--- config.mk ---
export PLATFORM = sky130hd
export DESIGN_NAME = ccr_codec_regs
export DESIGN_NICKNAME = d
export VERILOG_FILES = /design/src/common/ccr_pkg.sv /design/src/verilog/ccr_sync.sv /design/src/verilog/ccr_level_ctl.sv /design/src/verilog/ccr_codec_regs.sv
export SDC_FILE = /design/constraint.sdc
export NUM_CORES = 1
export LEC_CHECK = 0
export BUFFER_PORTS_ARGS = -buffer_cell sky130_fd_sc_hd__buf_2
export CAP_MARGIN = 20
export CORE_ASPECT_RATIO = 0.7
export CORE_MARGIN = 3
export CORE_UTILIZATION = 55
export DETAILED_ROUTE_END_ITERATION = 10
export GPL_ROUTABILITY_DRIVEN = 0
export GPL_TIMING_DRIVEN = 1
export PLACE_DENSITY = 0.78
export SLEW_MARGIN = 25
export SYNTH_ARGS = -nofsm -noshare
export SYNTH_HDL_FRONTEND = slang
export SYNTH_SLANG_ARGS = --single-unit
--- constraint.sdc ---
create_clock -name MCLK -period 5.6 [get_ports MCLK]
set_input_delay 1.12 -clock MCLK [delete_from_list [all_inputs] [get_ports MCLK]]
set_output_delay 1.12 -clock MCLK [all_outputs]
set_load 0.1 [all_outputs]
--- src/common/ccr_pkg.sv ---
/*
  shared constants and types of the codec control register bank.
  assumes a 10 MHz system clock; the calibration count below is derived from it.
*/
package ccr_pkg;
  localparam int CLK_HZ = 10_000_000;
  // register offsets
  localparam logic [7:0] REG_RESERVED = 8'h00;
  localparam logic [7:0] REG_ADC_CONTROL = 8'h01;
  localparam logic [7:0] REG_DAC_CONTROL = 8'h02;
  localparam logic [7:0] REG_LEFT_ATT = 8'h03;
  localparam logic [7:0] REG_RIGHT_ATT = 8'h04;
  localparam logic [7:0] REG_SERIAL_PORT_MODE = 8'h05;
  localparam logic [7:0] REG_CONVERTER_STATUS = 8'h06;
  localparam logic [7:0] REG_MASTER_CLOCK_RATIO = 8'h07;
  localparam logic [7:0] REG_RESET_VALUE = 8'h00;
  // adc control field positions
  localparam int PDN_BIT = 7;
  localparam int HPD_RIGHT_BIT = 6;
  localparam int HPD_LEFT_BIT = 5;
  localparam int ADC_MUTE_RIGHT_BIT = 4;
  localparam int ADC_MUTE_LEFT_BIT = 3;
  localparam int CAL_BIT = 2;
  localparam int CAL_RUNNING_BIT = 1;
  localparam int CLOCK_FAULT_BIT = 0;
  // dac control field positions
  localparam int ZERO_MUTE_BIT = 6;
  localparam int DAC_MUTE_RIGHT_BIT = 5;
  localparam int DAC_MUTE_LEFT_BIT = 4;
  localparam int SOFT_BIT = 3;
  localparam int RAMP_LSB = 0;
  // writable bit masks; reserved bits read as zero, read-only status bits read live
  localparam logic [7:0] ADC_WRITE_MASK = 8'hfc;
  localparam logic [7:0] DAC_WRITE_MASK = 8'h7b;
  localparam logic [7:0] SPM_WRITE_MASK = 8'h7f;
  localparam logic [7:0] MCK_WRITE_MASK = 8'h03;
  localparam logic [7:0] CAL_KEEP_MASK = 8'h04;
  // timing
  localparam int CAL_TIME_MS = 50;
  localparam int CAL_CYCLES_DEFAULT = CAL_TIME_MS * (CLK_HZ / 1000);
  localparam logic [9:0] ZERO_RUN = 10'h200;
  localparam logic [9:0] ZC_TIMEOUT = 10'h200;
  localparam logic [5:0] RAMP_FRAMES_DEFAULT = 6'h08;
  localparam logic [5:0] RAMP_FRAMES_FAST = 6'h04;
  localparam logic [5:0] RAMP_FRAMES_SLOW = 6'h10;
  localparam logic [5:0] RAMP_FRAMES_SLOWEST = 6'h20;
  // attenuation codes
  localparam logic [7:0] ATT_MAX_AUDIBLE = 8'he3;
  localparam logic [7:0] ATT_MUTE_CODE = 8'he4;

  typedef struct packed {
    logic power_down;
    logic right_highpass_defeat;
    logic left_highpass_defeat;
    logic right_adc_mute;
    logic left_adc_mute;
  } ccr_adc_ctl_type;

  typedef struct packed {
    logic [7:0] level;
    logic muted;
    logic accepted;
  } ccr_chan_type;

  // frames per ramp step for each ramp_rate code
  function automatic logic [5:0] ramp_frames(input logic [1:0] rate);
    case (rate)
      2'h1: return RAMP_FRAMES_FAST;
      2'h2: return RAMP_FRAMES_SLOW;
      2'h3: return RAMP_FRAMES_SLOWEST;
      default: return RAMP_FRAMES_DEFAULT;
    endcase
  endfunction : ramp_frames
endpackage : ccr_pkg

--- src/verilog/ccr_sync.sv ---
/*
  two-flop synchroniser for a bundle of unrelated level inputs.
  assumes each bit is a slow level; no bus coherence across bits.
*/
`timescale 1ns/100ps
module ccr_sync #(
  parameter int WIDTH = 1
) (
  input logic clk,
  input logic rst_n,
  input logic [WIDTH-1:0] d,
  output logic [WIDTH-1:0] q
);
  logic [WIDTH-1:0] meta;

  // first stage feeds only the second stage
  always_ff @(posedge clk or negedge rst_n)
  begin
    if (!rst_n)
    begin
      meta <= '0;
      q <= '0;
    end
    else
    begin
      meta <= d;
      q <= meta;
    end
  end
endmodule : ccr_sync

--- src/verilog/ccr_level_ctl.sv ---
/*
  one dac channel's level changer: soft ramp or zero-cross, zero-run mute.
  assumes frame_tick is a one-cycle pulse per sample and sample is stable then.
*/
`timescale 1ns/100ps
module ccr_level_ctl (
  input logic clk,
  input logic rst_n,
  input logic frame_tick,
  input logic [23:0] sample,
  input logic [7:0] att_code,
  input logic att_write,
  input logic mute_req,
  input logic zero_mute_en,
  input logic zero_cross_mode,
  input logic [1:0] ramp_rate,
  output ccr_pkg::ccr_chan_type chan
);
  logic [9:0] static_run;
  logic [9:0] zc_wait;
  logic [5:0] ramp_count;
  logic [7:0] level;
  logic sign_prev;
  logic accepted;
  logic is_static;
  logic crossed;
  logic [7:0] target;
  logic [5:0] period;

  assign is_static = (sample == 24'h000000) || (&sample);
  assign crossed = (sample[23] != sign_prev) || (sample == 24'h000000);
  assign period = ccr_pkg::ramp_frames(ramp_rate);
  assign target = (mute_req || (zero_mute_en && static_run == ccr_pkg::ZERO_RUN)) ?
                  ccr_pkg::ATT_MUTE_CODE : att_code;

  always_ff @(posedge clk or negedge rst_n)
  begin
    if (!rst_n)
      static_run <= 10'h000;
    else if (frame_tick)
      static_run <= !is_static ? 10'h000 :
                    (static_run == ccr_pkg::ZERO_RUN) ? static_run : static_run + 10'h001;
  end

  // step pacing and zero-cross timeout only run while a change is pending
  always_ff @(posedge clk or negedge rst_n)
  begin
    if (!rst_n)
    begin
      ramp_count <= 6'h00;
      zc_wait <= 10'h000;
      sign_prev <= 1'b0;
    end
    else if (frame_tick)
    begin
      sign_prev <= sample[23];
      // step pacing; >= so a shorter rate cannot strand the count above its end
      ramp_count <= (level == target || ramp_count >= period - 6'h01) ? 6'h00 :
                    ramp_count + 6'h01;
      zc_wait <= (level == target) ? 10'h000 : zc_wait + 10'h001;
    end
  end

  // level moves only on a frame tick
  always_ff @(posedge clk or negedge rst_n)
  begin
    if (!rst_n)
      level <= 8'h00;
    else if (frame_tick && level != target)
    begin
      if (zero_cross_mode)
      begin
        if (crossed || zc_wait == ccr_pkg::ZC_TIMEOUT - 10'h001)
          level <= target;
      end
      else if (ramp_count >= period - 6'h01)
        level <= (level < target) ? level + 8'h01 : level - 8'h01;
    end
  end

  // accepted flag, a new write wins over the settle clear
  always_ff @(posedge clk or negedge rst_n)
  begin
    if (!rst_n)
      accepted <= 1'b0;
    else if (att_write)
      accepted <= 1'b1;
    else if (level == target)
      accepted <= 1'b0;
  end

  // codes above the last audible one mute
  assign chan.level = level;
  assign chan.muted = level > ccr_pkg::ATT_MAX_AUDIBLE;
  assign chan.accepted = accepted;

  property p_ramp_one_step;
    @(posedge clk) disable iff (!rst_n)
    !zero_cross_mode && frame_tick && level != target && ramp_count < period - 6'h01
    |=> $stable(level);
  endproperty
  a_ramp_one_step: assert property (p_ramp_one_step) else $error("ramp stepped early");

  property p_ramp_half_db;
    @(posedge clk) disable iff (!rst_n)
    $changed(level) && !$past(zero_cross_mode)
    |-> (level == $past(level) + 8'h01) || (level == $past(level) - 8'h01);
  endproperty
  a_ramp_half_db: assert property (p_ramp_half_db) else $error("ramp step not one code");

  property p_zc_timeout;
    @(posedge clk) disable iff (!rst_n)
    frame_tick && zero_cross_mode && level != target &&
    zc_wait == ccr_pkg::ZC_TIMEOUT - 10'h001 |=> level == $past(target);
  endproperty
  a_zc_timeout: assert property (p_zc_timeout) else $error("zero-cross timeout missed");

  property p_run_break;
    @(posedge clk) disable iff (!rst_n)
    frame_tick && !is_static |=> static_run == 10'h000;
  endproperty
  a_run_break: assert property (p_run_break) else $error("static run not reset");

  property p_accept_set;
    @(posedge clk) disable iff (!rst_n)
    att_write |=> chan.accepted;
  endproperty
  a_accept_set: assert property (p_accept_set) else $error("accepted not raised");
endmodule : ccr_level_ctl

--- src/verilog/ccr_codec_regs.sv ---
/*
  codec control register bank with its two-wire / four-wire control port,
  calibration timer, peak capture and per-channel dac level control.
  assumes pins and the frame clock are asynchronous to MCLK; samples,
  peak codes and the clock fault level come from logic on MCLK.
*/
// Functional notes
// - two-wire mode reads and writes; four-wire mode is write only
// - power-down bit 7 of adc control puts the adc in low power
// - left and right high-pass defeat bits act independently
// - each adc mute bit mutes its own channel output
// - leaving reset starts an offset calibration of about 50 ms
// - with calibration bit set, reset pin rising edge restarts calibration
// - calibration status reads 1 while running, 0 when done
// - clock fault bit reads 1 on clocking error, default 0
// - zero-mute mutes a channel after 512 static samples; one change releases
// - dac mute bits mute via the selected level-change method
// - soft mode ramps level in 0.5 dB steps
// - ramp rate: 00 per 8, 01 per 4, 10 per 16, 11 per 32 frames
// - zero-cross mode applies the level in one step at a crossing
// - zero-cross change forced after 512 sample periods
// - crossings detected and applied per channel
// - status acceptance bits report each channel's change completion
// - left and right attenuation registers at 03h and 04h reset to zero
// - attenuation in 0.5 dB codes; above 227 mutes the channel
// - acceptance bit rises on attenuation write, falls when level reached
// - peak level fields hold the maximum and clear on read
`timescale 1ns/100ps
module ccr_codec_regs #(
  parameter logic [6:0] DEV_ADDR = 7'h48,  // arbitrary default bus address
  parameter int CAL_CYCLES = ccr_pkg::CAL_CYCLES_DEFAULT
) (
  input logic MCLK,
  input logic ARST_N,
  input logic RESET_N,
  input logic TWO_WIRE,
  input logic SCL_CCLK,
  input logic SDA_CDIN_IN,
  output logic SDA_OUT,
  output logic SDA_OE,
  input logic CS_N,
  input logic FRAME_CLOCK,
  input logic [23:0] DAC_LEFT_SAMPLE,
  input logic [23:0] DAC_RIGHT_SAMPLE,
  input logic [2:0] ADC_LEFT_PEAK,
  input logic [2:0] ADC_RIGHT_PEAK,
  input logic CLOCK_FAULT_IN,
  output ccr_pkg::ccr_adc_ctl_type ADC_CTL,
  output logic CALIBRATION_RUNNING,
  output ccr_pkg::ccr_chan_type LEFT_CHAN,
  output ccr_pkg::ccr_chan_type RIGHT_CHAN,
  output logic [7:0] SERIAL_PORT_MODE,
  output logic [1:0] MASTER_CLOCK_RATIO
);
  localparam int CAL_W = $clog2(CAL_CYCLES + 1);

  typedef enum logic [2:0] {
    PORT_IDLE, PORT_RECV, PORT_ACK_WAIT, PORT_ACK, PORT_SEND, PORT_SACK
  } ccr_port_state_type;

  logic [5:0] sync_q;
  logic s_rst_pin, s_two_wire, s_scl, s_sda, s_cs_n, s_frame;
  logic p_rst_pin, p_scl, p_sda, p_cs_n, p_frame;
  logic scl_rise, scl_fall, start_cond, stop_cond, frame_tick, rst_rise;
  ccr_port_state_type state;
  logic [2:0] bit_count;
  logic [7:0] shift;
  logic [7:0] rx_byte;
  logic [1:0] byte_index;
  logic read_mode, nack, byte_done, addr_hit, load_read;
  logic [7:0] pointer;
  logic reg_write;
  logic [7:0] reg_waddr;
  logic [7:0] reg_wdata;
  logic [7:0] adc_ctrl, dac_ctrl, left_att, right_att, spm, mck;
  logic [CAL_W-1:0] cal_count;
  logic [2:0] left_peak, right_peak;
  logic peak_read;
  ccr_pkg::ccr_chan_type chan [2];

  // every pin but ARST_N, and the frame clock, pass two flops first
  ccr_sync #(.WIDTH(6)) u_sync (
    .clk(MCLK),
    .rst_n(ARST_N),
    .d({RESET_N, TWO_WIRE, SCL_CCLK, SDA_CDIN_IN, CS_N, FRAME_CLOCK}),
    .q(sync_q)
  );
  assign {s_rst_pin, s_two_wire, s_scl, s_sda, s_cs_n, s_frame} = sync_q;

  // previous values for edge finding
  always_ff @(posedge MCLK or negedge ARST_N)
  begin
    if (!ARST_N)
      {p_rst_pin, p_scl, p_sda, p_cs_n, p_frame} <= 5'h00;
    else
      {p_rst_pin, p_scl, p_sda, p_cs_n, p_frame} <= {s_rst_pin, s_scl, s_sda, s_cs_n, s_frame};
  end

  assign scl_rise = s_scl && !p_scl;
  assign scl_fall = !s_scl && p_scl;
  assign frame_tick = s_frame && !p_frame;
  assign rst_rise = s_rst_pin && !p_rst_pin;
  // start/stop: data edge under a high clock, or chip select edges
  assign start_cond = s_two_wire ? (p_sda && !s_sda && s_scl && p_scl) : (p_cs_n && !s_cs_n);
  assign stop_cond = s_two_wire ? (!p_sda && s_sda && s_scl && p_scl) : (!p_cs_n && s_cs_n);
  assign rx_byte = {shift[6:0], s_sda};
  assign byte_done = (state == PORT_RECV) && scl_rise && (bit_count == 3'h7);
  // a read request in four-wire mode is not answered
  assign addr_hit = (rx_byte[7:1] == DEV_ADDR) && (s_two_wire || !rx_byte[0]);
  assign load_read = scl_fall && (((state == PORT_ACK) && read_mode) ||
                                  ((state == PORT_SACK) && !nack));

  // control port bit engine
  always_ff @(posedge MCLK or negedge ARST_N)
  begin
    if (!ARST_N)
    begin
      state <= PORT_IDLE;
      bit_count <= 3'h0;
      shift <= 8'h00;
      nack <= 1'b0;
    end
    else if (stop_cond)
      state <= PORT_IDLE;
    else if (start_cond)
    begin
      state <= PORT_RECV;
      bit_count <= 3'h0;
    end
    else if (load_read)
    begin
      state <= PORT_SEND;
      shift <= read_reg(pointer);
      bit_count <= 3'h0;
    end
    else
    begin
      unique case (state)
        PORT_IDLE: ;
        PORT_RECV:
          if (scl_rise)
          begin
            shift <= rx_byte;
            bit_count <= bit_count + 3'h1;
            if (byte_done && byte_index == 2'h0 && !addr_hit)
              state <= PORT_IDLE;
            else if (byte_done && s_two_wire)
              state <= PORT_ACK_WAIT;
          end
        PORT_ACK_WAIT:
          if (scl_fall)
            state <= PORT_ACK;
        PORT_ACK:
          if (scl_fall)
          begin
            state <= PORT_RECV;
            bit_count <= 3'h0;
          end
        PORT_SEND:
          if (scl_fall)
          begin
            shift <= {shift[6:0], 1'b0};
            bit_count <= bit_count + 3'h1;
            if (bit_count == 3'h7)
              state <= PORT_SACK;
          end
        PORT_SACK:
        begin
          if (scl_rise)
            nack <= s_sda;
          if (scl_fall)
            state <= PORT_IDLE;
        end
      endcase
    end
  end

  // open drain: ack and zero data bits pull low
  assign SDA_OUT = 1'b0;
  assign SDA_OE = (state == PORT_ACK) || ((state == PORT_SEND) && !shift[7]);

  // byte sequencing: address, pointer, then auto-incrementing data
  always_ff @(posedge MCLK or negedge ARST_N)
  begin
    if (!ARST_N)
    begin
      byte_index <= 2'h0;
      read_mode <= 1'b0;
      pointer <= 8'h00;
      reg_write <= 1'b0;
      reg_waddr <= 8'h00;
      reg_wdata <= 8'h00;
    end
    else
    begin
      reg_write <= 1'b0;
      if (start_cond)
        byte_index <= 2'h0;
      else if (byte_done)
      begin
        if (byte_index == 2'h0)
          read_mode <= rx_byte[0];
        else if (byte_index == 2'h1)
          pointer <= rx_byte;
        else
        begin
          reg_write <= 1'b1;
          reg_waddr <= pointer;
          reg_wdata <= rx_byte;
          pointer <= pointer + 8'h01;
        end
        if (byte_index != 2'h2)
          byte_index <= byte_index + 2'h1;
      end
      else if (load_read)
        pointer <= pointer + 8'h01;
    end
  end

  // register file; the reset pin clears all but the calibration enable
  always_ff @(posedge MCLK or negedge ARST_N)
  begin
    if (!ARST_N)
    begin
      adc_ctrl <= ccr_pkg::REG_RESET_VALUE;
      dac_ctrl <= ccr_pkg::REG_RESET_VALUE;
      left_att <= ccr_pkg::REG_RESET_VALUE;
      right_att <= ccr_pkg::REG_RESET_VALUE;
      spm <= ccr_pkg::REG_RESET_VALUE;
      mck <= ccr_pkg::REG_RESET_VALUE;
    end
    // attenuation back to zero under reset
    else if (!s_rst_pin)
    begin
      adc_ctrl <= adc_ctrl & ccr_pkg::CAL_KEEP_MASK;
      dac_ctrl <= ccr_pkg::REG_RESET_VALUE;
      left_att <= ccr_pkg::REG_RESET_VALUE;
      right_att <= ccr_pkg::REG_RESET_VALUE;
      spm <= ccr_pkg::REG_RESET_VALUE;
      mck <= ccr_pkg::REG_RESET_VALUE;
    end
    else if (reg_write)
    begin
      // reserved bits masked, register 0 and unmapped ignored
      case (reg_waddr)
        ccr_pkg::REG_ADC_CONTROL: adc_ctrl <= reg_wdata & ccr_pkg::ADC_WRITE_MASK;
        ccr_pkg::REG_DAC_CONTROL: dac_ctrl <= reg_wdata & ccr_pkg::DAC_WRITE_MASK;
        ccr_pkg::REG_LEFT_ATT: left_att <= reg_wdata;
        ccr_pkg::REG_RIGHT_ATT: right_att <= reg_wdata;
        ccr_pkg::REG_SERIAL_PORT_MODE: spm <= reg_wdata & ccr_pkg::SPM_WRITE_MASK;
        ccr_pkg::REG_MASTER_CLOCK_RATIO: mck <= reg_wdata & ccr_pkg::MCK_WRITE_MASK;
        default: ;
      endcase
    end
  end

  // read view of the map; the status fields are live
  function automatic logic [7:0] read_reg(input logic [7:0] a);
    logic [7:0] v;
    v = 8'h00;
    case (a)
      // status bits reflect calibration and clock fault
      ccr_pkg::REG_ADC_CONTROL:
      begin
        v = adc_ctrl;
        v[ccr_pkg::CAL_RUNNING_BIT] = CALIBRATION_RUNNING;
        v[ccr_pkg::CLOCK_FAULT_BIT] = CLOCK_FAULT_IN;
      end
      ccr_pkg::REG_DAC_CONTROL: v = dac_ctrl;
      ccr_pkg::REG_LEFT_ATT: v = left_att;
      ccr_pkg::REG_RIGHT_ATT: v = right_att;
      ccr_pkg::REG_SERIAL_PORT_MODE: v = spm;
      ccr_pkg::REG_CONVERTER_STATUS:
        v = {chan[1].accepted, chan[0].accepted, right_peak, left_peak};
      ccr_pkg::REG_MASTER_CLOCK_RATIO: v = mck;
      default: v = 8'h00;
    endcase
    return v;
  endfunction : read_reg

  // calibration timer, started at power-on and on enabled pin release
  always_ff @(posedge MCLK or negedge ARST_N)
  begin
    if (!ARST_N)
      cal_count <= CAL_W'(CAL_CYCLES);
    else if (rst_rise && adc_ctrl[ccr_pkg::CAL_BIT])
      cal_count <= CAL_W'(CAL_CYCLES);
    else if (cal_count != '0)
      cal_count <= cal_count - CAL_W'(1);
  end
  assign CALIBRATION_RUNNING = (cal_count != '0);

  // sticky peaks; a new peak in the reading cycle is kept
  assign peak_read = load_read && (pointer == ccr_pkg::REG_CONVERTER_STATUS);
  always_ff @(posedge MCLK or negedge ARST_N)
  begin
    if (!ARST_N)
    begin
      left_peak <= 3'h0;
      right_peak <= 3'h0;
    end
    else if (peak_read)
    begin
      left_peak <= ADC_LEFT_PEAK;
      right_peak <= ADC_RIGHT_PEAK;
    end
    else
    begin
      left_peak <= (ADC_LEFT_PEAK > left_peak) ? ADC_LEFT_PEAK : left_peak;
      right_peak <= (ADC_RIGHT_PEAK > right_peak) ? ADC_RIGHT_PEAK : right_peak;
    end
  end

  // adc controls, each bit but power-down drives its own channel
  assign ADC_CTL.power_down = adc_ctrl[ccr_pkg::PDN_BIT];
  assign ADC_CTL.right_highpass_defeat = adc_ctrl[ccr_pkg::HPD_RIGHT_BIT];
  assign ADC_CTL.left_highpass_defeat = adc_ctrl[ccr_pkg::HPD_LEFT_BIT];
  assign ADC_CTL.right_adc_mute = adc_ctrl[ccr_pkg::ADC_MUTE_RIGHT_BIT];
  assign ADC_CTL.left_adc_mute = adc_ctrl[ccr_pkg::ADC_MUTE_LEFT_BIT];
  assign SERIAL_PORT_MODE = spm;
  assign MASTER_CLOCK_RATIO = mck[1:0];

  // one independent level changer per channel (0 left, 1 right)
  genvar ch;
  generate
    for (ch = 0; ch < 2; ch++)
    begin : g_chan
      ccr_level_ctl u_level (
        .clk(MCLK),
        .rst_n(ARST_N),
        .frame_tick(frame_tick),
        .sample(ch == 0 ? DAC_LEFT_SAMPLE : DAC_RIGHT_SAMPLE),
        .att_code(ch == 0 ? left_att : right_att),
        .att_write(reg_write && reg_waddr == (ch == 0 ? ccr_pkg::REG_LEFT_ATT :
                                              ccr_pkg::REG_RIGHT_ATT)),
        .mute_req(dac_ctrl[ch == 0 ? ccr_pkg::DAC_MUTE_LEFT_BIT :
                           ccr_pkg::DAC_MUTE_RIGHT_BIT]),
        .zero_mute_en(dac_ctrl[ccr_pkg::ZERO_MUTE_BIT]),
        .zero_cross_mode(dac_ctrl[ccr_pkg::SOFT_BIT]),
        .ramp_rate(dac_ctrl[ccr_pkg::RAMP_LSB +: 2]),
        .chan(chan[ch])
      );
    end
  endgenerate
  assign LEFT_CHAN = chan[0];
  assign RIGHT_CHAN = chan[1];

  property p_spi_no_read;
    @(posedge MCLK) disable iff (!ARST_N)
    byte_done && !s_two_wire && byte_index == 2'h0 && rx_byte[0] && !stop_cond
    |=> state == PORT_IDLE;
  endproperty
  a_spi_no_read: assert property (p_spi_no_read) else $error("four-wire read accepted");

  property p_power_down;
    @(posedge MCLK) disable iff (!ARST_N)
    reg_write && reg_waddr == ccr_pkg::REG_ADC_CONTROL && s_rst_pin
    |=> ADC_CTL.power_down == $past(reg_wdata[ccr_pkg::PDN_BIT]);
  endproperty
  a_power_down: assert property (p_power_down) else $error("power-down not stored");

  property p_cal_restart;
    @(posedge MCLK) disable iff (!ARST_N)
    rst_rise && adc_ctrl[ccr_pkg::CAL_BIT] |=> CALIBRATION_RUNNING [*8];
  endproperty
  a_cal_restart: assert property (p_cal_restart) else $error("calibration not restarted");

  property p_peak_clear;
    @(posedge MCLK) disable iff (!ARST_N)
    peak_read |=> left_peak == $past(ADC_LEFT_PEAK) && right_peak == $past(ADC_RIGHT_PEAK);
  endproperty
  a_peak_clear: assert property (p_peak_clear) else $error("peak not cleared on read");

  property p_att_reset;
    @(posedge MCLK) disable iff (!ARST_N)
    !s_rst_pin |=> left_att == 8'h00 && right_att == 8'h00;
  endproperty
  a_att_reset: assert property (p_att_reset) else $error("attenuation not reset");
endmodule : ccr_codec_regs

==> metrics.txt <==
die height 125 um; slowest stage delay, CP 0.42 ns; first-pass GRT wire length 44000 um; R2R depth 18; HP Class reg -> reg; uppermost routed layer met4; FF/Latch Area 4860 um2; FF+latch count, synth 194; Routed Wire Length 26700 um; vias per inst 5.99; drt drc 0; crit-path cells inv_1 -> ha_1 -> nor3b_1 -> and4b_1 -> a21oi_1 -> nand2_1 -> ha_1 -> and3_1 -> a221o_1 -> a221oi_2 -> inv_1 -> ha_1 -> a21oi_1 -> o211ai_1 -> o41ai_1 -> xnor2_1 -> or4_1 -> nand3_1; # setup viols final 0; Min Hold Slack 0.352 ns; post-route antenna net violation count 0; Post-synth EDFFs 0; Cell variety after synth 81; I/O Pins 101; DR WL/cell 17.7 um; Buf+Inv Stages, Crit Path 2; CP Class reg -> reg; Yosys warnings 0; clk_lat worst skew 0.44 ns; status finished clean; clk slew on worst S/H paths 0.08 ns; setup tns final 0 ns; Top Family by Delay on Critical Path compound AO/OA/AOI/OAI gates; Synth-to-Final Area Change 11.2%; row count 42; post-synth top area cell dfrtp_1; Startpoint Class register; Slew @ Worst Pin 1.02 ns; Final Max Slew Viols 0; prevailing post-synth register cell dfrtp_1; Clock Sinks 194; Leak 5.75 nW; f_max 207 MHz; Area contributors post-synth dfrtp_1 42%, ha_1 6.9%, nor2_1 4.6%; GR Overflow Total 0; commonest non-fill, non-tap cell in the layout dfrtp_1; Longest Clk Path Bufs 2; Async S/R FF share, synth 1.00; Die ar. 21900 um2; final hold violations 0; Vias 9025; period utilisation layout 0.865; drt pass-1 iters 6; sequential-to-total area share from yosys stat 0.439; Max-slew headroom 0.321; CTS tree built; share of cells above drive strength 1 0.162; syn_area_per_cell 9.59 um2; Die Width 176 um; GRT Total Usage 0.247; Peak VDD IR 0.197 mV; crit-path max FO 8; # Post-CTS Setup Buffers 0; Clock Skews 0.0106 ns; TritonCTS buffer count 17; HP Start u_sync.meta[3]; WHS Endpoint u_sync.q[3]; Reg2Reg Launch Point g_chan[1].u_level.static_run[0]; Netlist Area Pre-Place 11100 um2; RSZ-0062 raised after global routing no; PD cells 393 nW/um2; Setup crit end kind register; Iteration-0 DRC Markers 979; slowest library cell on the worst path dfrtp_1; max-cap violations 0; # fillers 1584; setup ws final 0.758 ns; diode count 0; critical path arrival 5.22 ns; Yosys top cell area share 0.422; largest net degree at the start of global routing 128; WL met1 13100 um; antenna violations before repair 0; hold path depth 0; FF-to-FF End g_chan[1].u_level.level[7]; Layout Nets 1355; CTS resizes 0; most used cell, CP ha_1; area occupied by multi-input gates 5850 um2; Final min period 4.84 ns; DR WL met2 11600 um; Hold Buf Count CTS 0; vias in the first global route 8616; core area 19300 um2; # port buffers 98; H-tree Lvls 4; Mapped Cells 1155; Starting Density 0.573; dpl ws 0.901 ns; most frequent cells in the layout 187 x dfrtp_1, 137 x nor2_1, 101 x nand2_1, 98 x buf_2, 63 x o21ai_0; post-detail-place hpwl 19100 um; reg2reg setup slack 0.76 ns; CP Data Required Time 5.98 ns; Clock Tree Root clkbuf_16; metal3 WL 1720 um
==> stage by stage <==
stage	utilization	instances	power, mW	cell area (um2)
2_1_floorplan	-	1156	3.21	11100
5_1_grt	0.637	1506	5.14	12300
3_5_place_dp	0.607	1474	3.64	11700
4_1_cts	0.636	1506	4.84	12300
3_3_place_gp	0.606	1473	3.57	11700
6_report	0.637	1506	4.84	12300
==> how the worst max path moves through the flow <==
stage                     slack [ns]                            start                    endpoint  cells past startpoint
after global routing            0.40  g_chan[1].u_level.static_run[0]  g_chan[1].u_level.level[7]                     18
after detailed placement        0.90  g_chan[1].u_level.static_run[0]  g_chan[1].u_level.level[7]                     18
after CTS                       0.86  g_chan[1].u_level.static_run[0]  g_chan[1].u_level.level[7]                     18
final                           0.76  g_chan[1].u_level.static_run[0]  g_chan[1].u_level.level[7]                     18
after floorplan                 1.40  g_chan[1].u_level.static_run[0]  g_chan[1].u_level.level[7]                     18
after global placement          1.05  g_chan[1].u_level.static_run[0]  g_chan[1].u_level.level[7]                     18
==> routing by layer <==
metal / vias to the layer above / GRT usage
met5: - / 0
met4: 0 / 0.0628
met3: 31 / 0.0497
met2: 312 / 0.351
met1: 4384 / 0.384
li1: 4298 / -
==> final cells by class <==
| cell class | instances | share of cell area |
|---|---|---|
| clock buffer | 17 | 0.0345 |
| timing repair buffer | 105 | 0.0456 |
| multi-input combinational | 872 | 0.475 |
| clock inverter | 15 | 0.0115 |
| tap | 264 | 0.0268 |
| inverter | 39 | 0.0119 |
| sequential | 194 | 0.395 |
==> worst register-to-register path, stage by stage, from the launching register on <==
cell and delay (ns):
dfrtp_1 0.42, inv_1 0.08, ha_1 0.20, nor3b_1 0.14, and4b_1 0.26, a21oi_1 0.39, nand2_1 0.11, ha_1 0.30
and3_1 0.22, a221o_1 0.38, a221oi_2 0.35, inv_1 0.23, ha_1 0.32, a21oi_1 0.18, o211ai_1 0.15, o41ai_1 0.39
xnor2_1 0.14, or4_1 0.41, nand3_1 0.09
==> cells by family after synthesis <==
family,share of synthesized area
AO/OA/AOI/OAI,0.128
XOR/XNOR,0.0419
adder cells (fa/ha/maj),0.0725
buffers and inverters,0.0364
flip-flops,0.439
multiplexers,0.0736
other,0.000338
AND/OR/NAND/NOR,0.208
==> power breakdown <==
part	internal, mW	leakage (nW)	switching (mW)	total [mW]
Combinational	0.636	2.94	1.19	1.83
Clock	0.590	0.266	0.599	1.19
Sequential	1.57	2.55	0.250	1.82
Total	2.79	5.75	2.04	4.84
==> sequential cells by signal, summed over array words and instances (netlist names), 6 cells and up <==
signal / flops
g_chan.u_level.static_run: 20
g_chan.u_level.zc_wait: 20
cal_count: 19
g_chan.u_level.level: 16
g_chan.u_level.ramp_count: 12
left_att: 8
pointer: 8
reg_waddr: 8
reg_wdata: 8
right_att: 8
shift: 8
SERIAL_PORT_MODE: 7
adc_ctrl: 6
dac_ctrl: 6
u_sync.meta: 6
u_sync.q: 6
==> Yosys cell counts (7+ instances only) <==
library cell,number
a21o_1,13
dfrtp_1,187
inv_1,38
a31oi_1,10
nor3b_1,9
mux2_2,36
clkbuf_1,30
o21ai_0,63
o211ai_1,9
buf_4,10
or3_1,9
ha_1,61
nor2_1,137
nand4_1,31
nand2_1,101
a22oi_1,15
nand2b_1,13
mux2i_1,41
and3_1,10
nor2b_1,11
dfstp_2,7
nor3_1,25
xnor2_1,20
nand3_1,47
o31ai_1,10
xor2_1,33
nor4_1,19
a21oi_1,48
No activity file was read; power rests on OpenSTA's default activity.
